===== src/core/dso_pkg.sv =====
package dso_pkg;
    localparam int NUM_TERM = 5;
    localparam int SEL_W    = 8;
    // Register byte offsets.
    localparam logic [7:0] OFS_CTRL  = 8'h00;
    localparam logic [7:0] OFS_OHLVL = 8'h04;
    localparam logic [7:0] OFS_LCLVL = 8'h08;
    localparam logic [7:0] OFS_SEL0  = 8'h0C;
    localparam logic [7:0] OFS_STEP  = 8'h04;
    localparam logic [7:0] OFS_RELAY = 8'h20;
    localparam logic [7:0] OFS_LIFE  = 8'h24;
    localparam logic [7:0] OFS_STAT  = 8'h28;
    // Field positions.
    localparam int CTRL_FAN_LSB  = 0;
    localparam int CTRL_LCM_LSB  = 2;
    localparam int CTRL_SRC_BIT  = 4;
    localparam int CTRL_SWF_BIT  = 8;
    localparam int CTRL_SWR_BIT  = 9;
    localparam int CTRL_CLR_BIT  = 16;
    localparam int LIFE_FAN_BIT  = 1;
    localparam int STAT_CODE_LSB = 8;
    localparam int STAT_TRIP_BIT = 16;
    // Reset values.
    localparam logic [1:0]  RST_FAN_CTL = 2'h0;
    localparam logic [1:0]  RST_LC_MODE = 2'h0;
    localparam logic [7:0]  RST_OH_LVL  = 8'h78;
    localparam logic [15:0] RST_LC_LVL  = 16'h0000;
    localparam logic [7:0]  RST_SEL     = 8'h00;
    // Modes and limits.
    localparam logic [1:0] FAN_CTL_NO_WARN = 2'h1;
    localparam logic [1:0] LC_MODE_RUN     = 2'h0;
    localparam logic [1:0] LC_MODE_CONST   = 2'h1;
    localparam logic [7:0] OH_LVL_MAX      = 8'hC8;
    localparam int FAN_NUM = 3;
    localparam int FAN_DEN = 4;
    // Output selector codes.
    localparam logic [7:0] CODE_FAN  = 8'h28;
    localparam logic [7:0] CODE_FR   = 8'h29;
    localparam logic [7:0] CODE_OH   = 8'h2A;
    localparam logic [7:0] CODE_LC   = 8'h2B;
    localparam logic [7:0] CODE_RDY  = 8'h32;
    localparam logic [7:0] CODE_FWD  = 8'h33;
    localparam logic [7:0] CODE_REV  = 8'h34;
    localparam logic [7:0] CODE_MAJ  = 8'h35;
    // Hardware trip codes.
    localparam logic [7:0] TRIP_CT   = 8'h0A;
    localparam logic [7:0] TRIP_CPU  = 8'h0B;
    localparam logic [7:0] TRIP_GND  = 8'h0E;
    localparam logic [7:0] TRIP_FAN  = 8'h14;
    localparam logic [7:0] TRIP_GA   = 8'h17;
    localparam logic [7:0] TRIP_MAIN = 8'h19;

    typedef struct packed {
        logic fan_drop;
        logic start_contact;
        logic overheat;
        logic low_current;
        logic ready;
        logic forward;
        logic reverse;
        logic major;
    } dso_flags_type;

    typedef struct packed {
        logic [15:0] fan_speed;
        logic [15:0] fan_full;
        logic [7:0]  temp;
        logic [15:0] current;
        logic [15:0] rated;
        logic        const_speed;
    } dso_meas_type;

    typedef struct packed {
        logic       valid;
        logic [7:0] code;
    } dso_trip_type;

    typedef struct packed {
        logic [7:0]  addr;
        logic [31:0] wdata;
        logic        wr;
        logic        rd;
    } dso_bus_type;

    typedef struct packed {
        logic [2:0]                      pin_meta;
        logic [2:0]                      pin_sync;
        logic [1:0]                      fan_ctl;
        logic [1:0]                      lc_mode;
        logic                            run_src;
        logic                            sw_fwd;
        logic                            sw_rev;
        logic [7:0]                      oh_lvl;
        logic [15:0]                     lc_lvl;
        logic [NUM_TERM-1:0][SEL_W-1:0]  sel;
        logic [SEL_W-1:0]                relay_sel;
        logic                            tripped;
        logic                            major;
        logic [7:0]                      trip_code;
        logic                            dir_fwd;
        logic                            dir_rev;
        dso_flags_type                   flags;
        logic [NUM_TERM-1:0]             term_out;
        logic                            relay_out;
        logic                            alarm_out;
        logic [31:0]                     rdata;
    } dso_state_type;
endpackage : dso_pkg


===== src/core/dso_status_out.sv =====
// The register addresses and the address-and-strobe port were left to the implementer.
`timescale 1ns/100ps
// Functional notes
// - Fan drop when speed at most 75%.
// - Fan control 01 suppresses fan drop.
// - Fan drop readable in life-check monitor.
// - Start contact follows any run command.
// - Both run commands stop the motor.
// - Overheat when temperature exceeds level, 0..200.
// - Low current at or below level, max 2x.
// - Mode 00 any run, 01 constant speed.
// - Ready gates acceptance of run commands.
// - No main power means not ready.
// - Forward flag only while driving forward.
// - Reverse flag only while driving reverse.
// - Hardware trips raise major failure and alarm.
// - Fan, gate array, main circuit too.
// - Codes 40, 41, 42 route fan, start, overheat.
// - Code 43 routes low current.
// - Code 50 routes ready.
// - Code 52 routes reverse rotation.
// - Relay code 53 routes major failure.
module dso_status_out (
    input  logic                      sys_clk,
    input  logic                      sys_rst,
    input  dso_pkg::dso_bus_type      bus,
    output logic [31:0]               rdata,
    input  logic                      fwd_pin,
    input  logic                      rev_pin,
    input  logic                      main_power_pin,
    input  dso_pkg::dso_meas_type     meas,
    input  dso_pkg::dso_trip_type     trip,
    output logic [dso_pkg::NUM_TERM-1:0] term_out,
    output logic                      relay_out,
    output logic                      alarm_out,
    output logic                      motor_fwd,
    output logic                      motor_rev
);
    import dso_pkg::*;

    dso_state_type st_r;
    dso_state_type st_nxt;

    logic          cmd_fwd;
    logic          cmd_rev;
    logic          running;
    logic          lc_enable;
    logic          trip_clr;
    logic          hw_trip;
    logic [17:0]   fan_scaled;
    logic [17:0]   fan_limit;
    logic [15:0]   lc_max;

    // Maps a selector code onto the flag it names; unknown codes give 0.
    function automatic logic route(input logic [7:0] code,
                                   input dso_flags_type f);
        logic v;
        v = 1'b0;
        case (code)
            CODE_FAN: v = f.fan_drop;
            CODE_FR:  v = f.start_contact;
            CODE_OH:  v = f.overheat;
            CODE_LC:  v = f.low_current;
            CODE_RDY: v = f.ready;
            CODE_FWD: v = f.forward;
            CODE_REV: v = f.reverse;
            CODE_MAJ: v = f.major;
            default:  v = 1'b0;
        endcase
        return v;
    endfunction : route

    assign rdata     = st_r.rdata;
    assign term_out  = st_r.term_out;
    assign relay_out = st_r.relay_out;
    assign alarm_out = st_r.alarm_out;
    assign motor_fwd = st_r.dir_fwd;
    assign motor_rev = st_r.dir_rev;

    always_comb begin
        st_nxt = st_r;
        // Pins are asynchronous; only the second stage is ever read.
        st_nxt.pin_meta = {main_power_pin, rev_pin, fwd_pin};
        st_nxt.pin_sync = st_r.pin_meta;

        cmd_fwd = st_r.run_src ? st_r.sw_fwd : st_r.pin_sync[0];
        cmd_rev = st_r.run_src ? st_r.sw_rev : st_r.pin_sync[1];
        running = st_r.dir_fwd | st_r.dir_rev;

        hw_trip = (trip.code == TRIP_CT) || (trip.code == TRIP_CPU) ||
                  (trip.code == TRIP_GND) ||
                  (trip.code == TRIP_FAN) || (trip.code == TRIP_GA) ||
                  (trip.code == TRIP_MAIN);

        trip_clr = 1'b0;
        lc_max   = {meas.rated[14:0], 1'b0};

        if (bus.wr) begin
            if (bus.addr == OFS_CTRL) begin
                st_nxt.fan_ctl = bus.wdata[CTRL_FAN_LSB +: 2];
                st_nxt.lc_mode = bus.wdata[CTRL_LCM_LSB +: 2];
                st_nxt.run_src = bus.wdata[CTRL_SRC_BIT];
                st_nxt.sw_fwd  = bus.wdata[CTRL_SWF_BIT];
                st_nxt.sw_rev  = bus.wdata[CTRL_SWR_BIT];
                trip_clr       = bus.wdata[CTRL_CLR_BIT];
            end else if (bus.addr == OFS_OHLVL) begin
                if (bus.wdata[7:0] > OH_LVL_MAX) begin
                    st_nxt.oh_lvl = OH_LVL_MAX;
                end else begin
                    st_nxt.oh_lvl = bus.wdata[7:0];
                end
            end else if (bus.addr == OFS_LCLVL) begin
                if (bus.wdata[15:0] > lc_max) begin
                    st_nxt.lc_lvl = lc_max;
                end else begin
                    st_nxt.lc_lvl = bus.wdata[15:0];
                end
            end else if (bus.addr == OFS_RELAY) begin
                st_nxt.relay_sel = bus.wdata[SEL_W-1:0];
            end
            for (int i = 0; i < NUM_TERM; i++) begin
                if (bus.addr == 8'(OFS_SEL0 + OFS_STEP * 8'(i))) begin
                    st_nxt.sel[i] = bus.wdata[SEL_W-1:0];
                end
            end
        end

        // A clear and a new trip in one cycle keep the trip.
        if (trip_clr) begin
            st_nxt.tripped   = 1'b0;
            st_nxt.major     = 1'b0;
            st_nxt.trip_code = 8'h00;
        end
        if (trip.valid) begin
            st_nxt.tripped   = 1'b1;
            st_nxt.trip_code = trip.code;
            // Built on the cleared value, so a clear in the same cycle
            // cannot carry an old major failure into a soft trip.
            st_nxt.major     = st_nxt.major | hw_trip;
        end
        st_nxt.alarm_out = st_nxt.tripped;

        st_nxt.dir_fwd = st_r.flags.ready && cmd_fwd && !cmd_rev;
        st_nxt.dir_rev = st_r.flags.ready && cmd_rev && !cmd_fwd;

        // fan at or below 75 percent
        fan_scaled = 18'(meas.fan_speed) * 18'(FAN_DEN);
        fan_limit  = 18'(meas.fan_full) * 18'(FAN_NUM);
        st_nxt.flags.fan_drop = (fan_scaled <= fan_limit) &&
                                (st_r.fan_ctl != FAN_CTL_NO_WARN);
        st_nxt.flags.start_contact = cmd_fwd | cmd_rev;
        st_nxt.flags.overheat      = meas.temp > st_r.oh_lvl;

        if (st_r.lc_mode == LC_MODE_CONST) begin
            lc_enable = running & meas.const_speed;
        end else begin
            lc_enable = running;
        end
        st_nxt.flags.low_current = lc_enable &&
                                   (meas.current <= st_r.lc_lvl);
        st_nxt.flags.ready = st_r.pin_sync[2] & ~st_r.tripped;
        st_nxt.flags.forward = st_r.dir_fwd;
        st_nxt.flags.reverse = st_r.dir_rev;
        st_nxt.flags.major   = st_r.major;

        for (int i = 0; i < NUM_TERM; i++) begin
            st_nxt.term_out[i] = route(st_r.sel[i], st_r.flags);
        end
        st_nxt.relay_out = route(st_r.relay_sel, st_r.flags);

        // Read data stands for one cycle only, then returns to zero.
        st_nxt.rdata = 32'h0000_0000;
        if (bus.rd) begin
            if (bus.addr == OFS_CTRL) begin
                st_nxt.rdata[CTRL_FAN_LSB +: 2] = st_r.fan_ctl;
                st_nxt.rdata[CTRL_LCM_LSB +: 2] = st_r.lc_mode;
                st_nxt.rdata[CTRL_SRC_BIT]      = st_r.run_src;
                st_nxt.rdata[CTRL_SWF_BIT]      = st_r.sw_fwd;
                st_nxt.rdata[CTRL_SWR_BIT]      = st_r.sw_rev;
            end else if (bus.addr == OFS_OHLVL) begin
                st_nxt.rdata[7:0] = st_r.oh_lvl;
            end else if (bus.addr == OFS_LCLVL) begin
                st_nxt.rdata[15:0] = st_r.lc_lvl;
            end else if (bus.addr == OFS_RELAY) begin
                st_nxt.rdata[SEL_W-1:0] = st_r.relay_sel;
            end else if (bus.addr == OFS_LIFE) begin
                st_nxt.rdata[LIFE_FAN_BIT] = st_r.flags.fan_drop;
            end else if (bus.addr == OFS_STAT) begin
                st_nxt.rdata[7:0]                = st_r.flags;
                st_nxt.rdata[STAT_CODE_LSB +: 8] = st_r.trip_code;
                st_nxt.rdata[STAT_TRIP_BIT]      = st_r.tripped;
            end
            for (int i = 0; i < NUM_TERM; i++) begin
                if (bus.addr == 8'(OFS_SEL0 + OFS_STEP * 8'(i))) begin
                    st_nxt.rdata[SEL_W-1:0] = st_r.sel[i];
                end
            end
        end
    end

    always_ff @(posedge sys_clk or posedge sys_rst) begin
        if (sys_rst) begin
            st_r           <= '0;
            st_r.fan_ctl   <= RST_FAN_CTL;
            st_r.lc_mode   <= RST_LC_MODE;
            st_r.oh_lvl    <= RST_OH_LVL;
            st_r.lc_lvl    <= RST_LC_LVL;
            st_r.sel       <= {NUM_TERM{RST_SEL}};
            st_r.relay_sel <= RST_SEL;
        end else begin
            st_r <= st_nxt;
        end
    end
endmodule : dso_status_out


===== config.mk =====
export PLATFORM = sky130hd
export DESIGN_NAME = dso_status_out
export DESIGN_NICKNAME = d
export VERILOG_FILES = /design/src/core/dso_pkg.sv /design/src/core/dso_status_out.sv
export SDC_FILE = /design/constraint.sdc
export NUM_CORES = 1
export LEC_CHECK = 0
export CAP_MARGIN = 10
export CORE_MARGIN = 10
export CORE_UTILIZATION = 38
export DETAILED_ROUTE_END_ITERATION = 8
export DONT_BUFFER_PORTS = 1
export GPL_TIMING_DRIVEN = 0
export SETUP_SLACK_MARGIN = 0.02
export SYNTH_ARGS = -nofsm -noshare
export SYNTH_HDL_FRONTEND = slang
export SYNTH_SLANG_ARGS = --single-unit

===== constraint.sdc =====
create_clock -name sys_clk -period 4.57 [get_ports sys_clk]
set_input_delay 0.2285 -clock sys_clk [delete_from_list [all_inputs] [get_ports sys_clk]]
set_output_delay 0.2285 -clock sys_clk [all_outputs]
set_load 0.05 [all_outputs]

==> results of run 1 <==
cells in the mapped netlist, types with 11 or more instances:
cell type	number
buf_4	38
mux2_2	52
a21o_1	18
nor2b_1	11
a22o_1	12
nor3_1	14
dfrtp_1	124
nor2_1	40
nand2_1	72
a31oi_1	18
o21ai_0	52
a22oi_1	13
inv_1	56
mux2i_1	26
clkbuf_1	19
nand3_1	22
a21oi_1	53
ha_1	70
critical path, delay by kind of cell:
family	cells	cell delay [ns]
adder cells (fa/ha/maj)	2	0.68
AND/OR/NAND/NOR	6	0.78
XOR/XNOR	1	0.15
AO/OA/AOI/OAI	8	1.44
worst paths after layout:
kind                            slack, ns  cells past startpoint        end
worst max-delay path                 1.59                     17   st_r[46]
worst min-delay path                 0.02                      2  st_r[118]
worst max register to register       2.64                      9   st_r[43]
worst min register to register       0.35                      0  st_r[140]
max in group asynchronous            3.49                      3   st_r[41]
min in group asynchronous            0.32                      2  st_r[123]
cell type report:
cell class | count | share of cell area (%)
clock buffer | 20 | 4.56
inverter | 57 | 2.23
clock inverter | 12 | 1.12
buffer | 70 | 4.34
multi-input combinational | 643 | 48.6
sequential | 128 | 32.7
timing repair buffer | 26 | 2.83
tap | 280 | 3.58
sequential cells by signal (all words and copies together) (netlist names):
register,flops
st_nxt,4
motor_rev,1
alarm_out,1
rdata,17
motor_fwd,1
term_out,5
relay_out,1
st_r,98
per-stage QoR:
| stage | instance area (µm²) | hold WS, ns | setup slack (ns) | cells | setup TNS, ns |
|---|---|---|---|---|---|
| detailed placement | 8990 | 0.151 | 1.16 | 1179 | 0 |
| global route | 9800 | 0.0101 | 1.38 | 1236 | 0 |
| CTS | 9800 | 0.00285 | 1.60 | 1236 | 0 |
| floorplan | 8610 | 0.260 | 0.935 | 898 | 0 |
| finish | 9800 | 0.0181 | 1.59 | 1236 | 0 |
| global placement | 8960 | 0.260 | -0.466 | 1178 | -55.82 |
power by group through the flow:
stage	sequential (µW)	clock [µW]	combinational [µW]
final	1260	1290	539
after global placement	1270	0	505
after detailed placement	1270	0	516
after CTS	1250	1310	540
after floorplan	1240	0	411
after global routing	1260	1360	605
kinds of logic after synthesis:
logic type	count (synthesis)	synth area share, %
AOI/OAI and AO/OA	237	18.1
and+or+nand+nor	219	13.2
DFF	128	37.5
buffers and inverters	127	7.47
muxes	87	11.9
adders and majority gates	71	10.5
xor gates and xnor gates	14	1.43
other	1	0.0438
routing by layer:
layer	vias to the layer above	part of all wire (%)	track usage, %
met2	271	47	30.0
met3	45	9.4	6.59
met4	0	2.5	6.56
li1	3321	-	-
met1	3379	41	23.2
met5	-	0	0
==> run summary, run 1 <==
F_max: 335 MHz
Synth Register Bits: 128
Gates resized, CTS repair: 0
Routed wire per std cell: 22.0 µm
CTS tree: done
Min-delay src: bus[13]
Row cnt: 54
Most frequent cells in the layout: 124 x dfrtp_1, 72 x nand2_1, 70 x ha_1
Root buffer cell: clkbuf_16
Worst path max stage delay: 0.39 ns
Vias in the first global route: 7139
CP Data Required Time: 4.87 ns
Clock transition at path regs: 0.06 ns
Routability cong.: 0.959
Yosys warnings: 0
Routed vias: 7016
# setup viols final: 0
Worst-case clock skew: 0.00675 ns
Inserted Clock Buffers: 17
VDD IR max: 0.000189 V
Fraction of registers with async set or reset after synthesis: 100%
Register area share after synthesis: 37.5%
Startpoint types: input port
Pleak: 0.00445 µW
Grt ovf: 0
Sw frac: 29.2%
Area of the multi-input gates: 4760 µm²
DR iter-0 viols: 535
Drt first pass iters: 5
Cell Pwr Density: 315 nW/µm²
Netlist cell types: 74
Crit-path cells: and2_1, fa_1, a21o_1, a221oi_2, o21ai_1, a21o_1, a21oi_1, o21bai_1, xor2_1, ha_1, nand2_1, nor4_1, o21ai_0, a21oi_1, nor4_1, nand2_1, nand2_1
Post-Route Utilization: 44.6%
Hold_buf cts: 25
DIE HEIGHT: 170 µm
Clock power share: 41.7%
Status: completed
Gr usage total: 18.8%
Register area: 3210 µm²
First-pass GRT wire length: 42000 µm
Crit path DAT: 3.28 ns
Clock Path Buffers: 2
Vias/cell: 5.68
Final hold violation count: 0
Die W: 170 µm
Starting density of the core: 39.0%
Avg Cell Area, Syn: 9.68 µm²
TritonCTS Sinks: 128
Synth Flop Type: dfrtp_1
Gate power share: 17.5%
Critical Path Fanout Max: 5
Leading post-synthesis cells by cell area: dfrtp_1 36%, ha_1 10%, mux2_2 6.8%, buf_4 3.3%, nand2_1 3.2%
Fin crit period: 2.98 ns
Post-synth EDFFs: 0
Antenna violations before repair: 0
Largest net degree at the start of global routing: 82
Hold Crit Class: input port to register
Ant diodes: 0
Total core area: 22000 µm²
Tightest Pin Transition: 0.811 ns
Area Growth Syn to Fin: 14.5%
Top-area cell type share of the netlist area: 36.3%
# IOs: 170
I/O Buffers: 0
Seq pwr share: 40.8%
Nets@finish: 1143
CTS H-tree lvls: 4
Slew HR: 45.9%
Internal power: 2180 µW
Max-Cap Viols: 0
Commonest non-fill, non-tap cell in the layout: dfrtp_1
RSZ-0062 raised after global routing: no
Mapped Area: 8560 µm²
P_sw: 900 µW
Post-Syn Instances: 884
DRT Wirelength: 27200 µm
Fillers: 2123
Worst path slowest cell: fa_1
Clk_lat worst skew: 0.42 ns
CP dominant cell by count: nand2_1
Die Footprint: 28900 µm²
Cell taking the most area after synthesis: dfrtp_1
CP Class: input port to register
Hpwl dp: 20700 µm
Final Power: 3080 µW
Pins Over Slew Limit: 0
Share of cells above drive strength 1: 16.7%
Critical path origin: meas[42]
FF-to-FF Start: st_r[108]
Drc violations: 0
Antenna Violating Nets Remaining: 0
Crit share post-route: 65.2%
Post-CTS setup buffer count: 0
Crit. End Element: register
Power figures use the tool's default switching activity.
==> run 2: changes to the inputs <==
==> constraint.sdc (replaced) <==
create_clock -name sys_clk -period 2.61 [get_ports sys_clk]
set_input_delay 0.1305 -clock sys_clk [delete_from_list [all_inputs] [get_ports sys_clk]]
set_output_delay 0.1305 -clock sys_clk [all_outputs]
set_load 0.05 [all_outputs]
==> run summary, run 2 (synthesis gave the netlist of run 1 again) <==
Area Growth Syn to Fin: 18.1%
Most flop-heavy register: st_r
Worst R2R Path Depth: 9
Hold slack final: 0.0383 ns
Clock Path Buffers: 2
I/O Buffers: 0
Cell Pwr Density: 555 nW/µm²
Worst path slowest cell: fa_2
Routed wire per std cell: 21.8 µm
# IOs: 170
Crit path DAT: 2.78 ns
Clk_lat worst skew: 0.43 ns
Inserted Clock Buffers: 17
WP buf/inv: 0
RSZ-0062 raised after global routing: yes
Critical path origin: meas[42]
Startpoint types: input port
Nets@finish: 1165
Tightest Pin Transition: 0.847 ns
Drc violations: 0
VDD IR max: 0.000303 V
Max-Cap Viols: 0
Met1 Use GR: 23.3%
Placed Area: 9030 µm²
Vias/cell: 5.64
R2R setup slack: 0.68 ns
Pleak: 0.00458 µW
Status: completed
# setup viols final: 0
Hpwl dp: 20900 µm
Stages on the worst setup path: 17
Antenna Violating Nets Remaining: 0
Worst r2r dst: st_r[43]
Commonest non-fill, non-tap cell in the layout: dfrtp_1
Internal power: 4050 µW
DR iter-0 viols: 497
Crit-path cells: and2_4, fa_2, a21o_1, a221oi_4, o21ai_1, a21o_1, a21oi_2, o21bai_1, xor2_1, ha_1, nand2_2, nor4_4, o21ai_1, a21oi_2, nor4_2, nand2_1, nand2_1
Clock transition at path regs: 0.05 ns
First-pass GRT wire length: 42200 µm
Gate power share: 18.1%
Clock power share: 42.7%
Root buffer cell: clkbuf_16
Pins Over Slew Limit: 0
Largest register FFs: 98
Routability cong.: 0.956
Starting density of the core: 39.0%
Routed vias: 7096
Most frequent cells in the layout: 124 x dfrtp_1, 70 x nand2_1, 70 x ha_1
Worst path max stage delay: 0.34 ns
Crit. End Element: register
Largest net degree at the start of global routing: 42
Fin crit period: 2.47 ns
CTS H-tree lvls: 4
Sw frac: 27.8%
Critical Path Fanout Max: 5
Gr usage total: 19.1%
Seq pwr share: 39.2%
CP Class: input port to register
Antenna violations before repair: 0
Worst-case clock skew: 0.00780 ns
CTS tree: done
FF-to-FF Start: st_r[116]
Row cnt: 54
Met3 usage: 6.41%
P_sw: 1560 µW
Total core area: 22000 µm²
Final hold violation count: 0
DRT Wirelength: 27500 µm
Crit share post-route: 94.7%
Gr busiest metal: met2
TritonCTS Sinks: 128
Met2 Use GR: 31.5%
Slew HR: 43.6%
Grt ovf: 0
Final Power: 5610 µW
Die W: 170 µm
CP Data Required Time: 2.91 ns
Critical Path End: st_r[46]
Hold Crit Class: input port to register
Final instance area: 10100 µm²
Drt first pass iters: 5
F_max: 404 MHz
Vias in the first global route: 7262
Setup_tns: 0 ns
Cell family with most CP delay: compound AO/OA/AOI/OAI gates
Share of cells above drive strength 1: 17.7%
DIE HEIGHT: 170 µm
Die Footprint: 28900 µm²
## run 2: changes by cell type in the layout (fill, tap and decap cells not counted), sizes merged
cell,change
dlygate4sd3,+15
buf,+7
inv,-3
bufinv,+2
clkbuf,+2
clkinv,-1
diode,+1
## run 2: cell type report
cell class                      count  area, µm²
Antenna cell                        1       2.50
Buffer                             70        425
Clock buffer                       22        454
Clock inverter                     10        136
Fill cell                        2074      11900
Inverter                           57        218
Multi-Input combinational cell    643       4810
Sequential cell                   128       3210
Tap cell                          280        350
Timing Repair Buffer               48        498
## run 2: worst min-delay path by stage
stage                     depth (start not counted)      startpoint           to
after floorplan                                   0         fwd_pin  st_nxt[138]
after global placement                            0  main_power_pin  st_nxt[140]
after detailed placement                          1         sys_rst  term_out[2]
after CTS                                         4        meas[70]     st_r[46]
after global routing                              3         trip[4]   st_nxt[39]
final                                             4        meas[70]     st_r[46]
## run 2: what timing repair did
action | 4_1_cts | 5_1_grt
hold buffers | 40 | 0
setup buffers | 5 | 0
cloned | 0 | 0
endpoints found under the hold margin | 111 | 0
gates resized for setup | 4 | 5
pin swaps | 7 | 9
setup endpoints to repair | 1 | 1
## run 2: worst reg2reg max path, delay by kind of cell (launching register included)
kind                       cells  cell delay (ns)
adders and majority gates      1             0.29
DFF                            1             0.39
and+or+nand+nor                1             0.07
AOI/OAI and AO/OA              6             1.06
buffers and inverters          1             0.06
## run 2: metal layers
layer  up-vias  share of wire (%)
met1      3451                 41
met3        35                8.4
met5         -                  0
li1       3359                  -
met2       251                 48
met4         0                2.0
## run 2: per-stage QoR
stage / util [%] / cells / worst slack [ns]
finish: 46.0 / 1259 / 0.138
global route: 46.0 / 1258 / -0.0624
CTS: 45.9 / 1258 / 0.0583
detailed placement: 41.1 / 1181 / -0.475
global placement: 40.9 / 1178 / -0.434
floorplan: - / 898 / -0.145
## run 2: power by group through the flow
stage               combinational (µW)  clock (µW)  sequential [µW]
floorplan                          725           0             2170
global placement                   889           0             2230
detailed placement                 915           0             2230
CTS                               1010        2420             2190
global route                      1140        2530             2210
finish                            1010        2400             2200
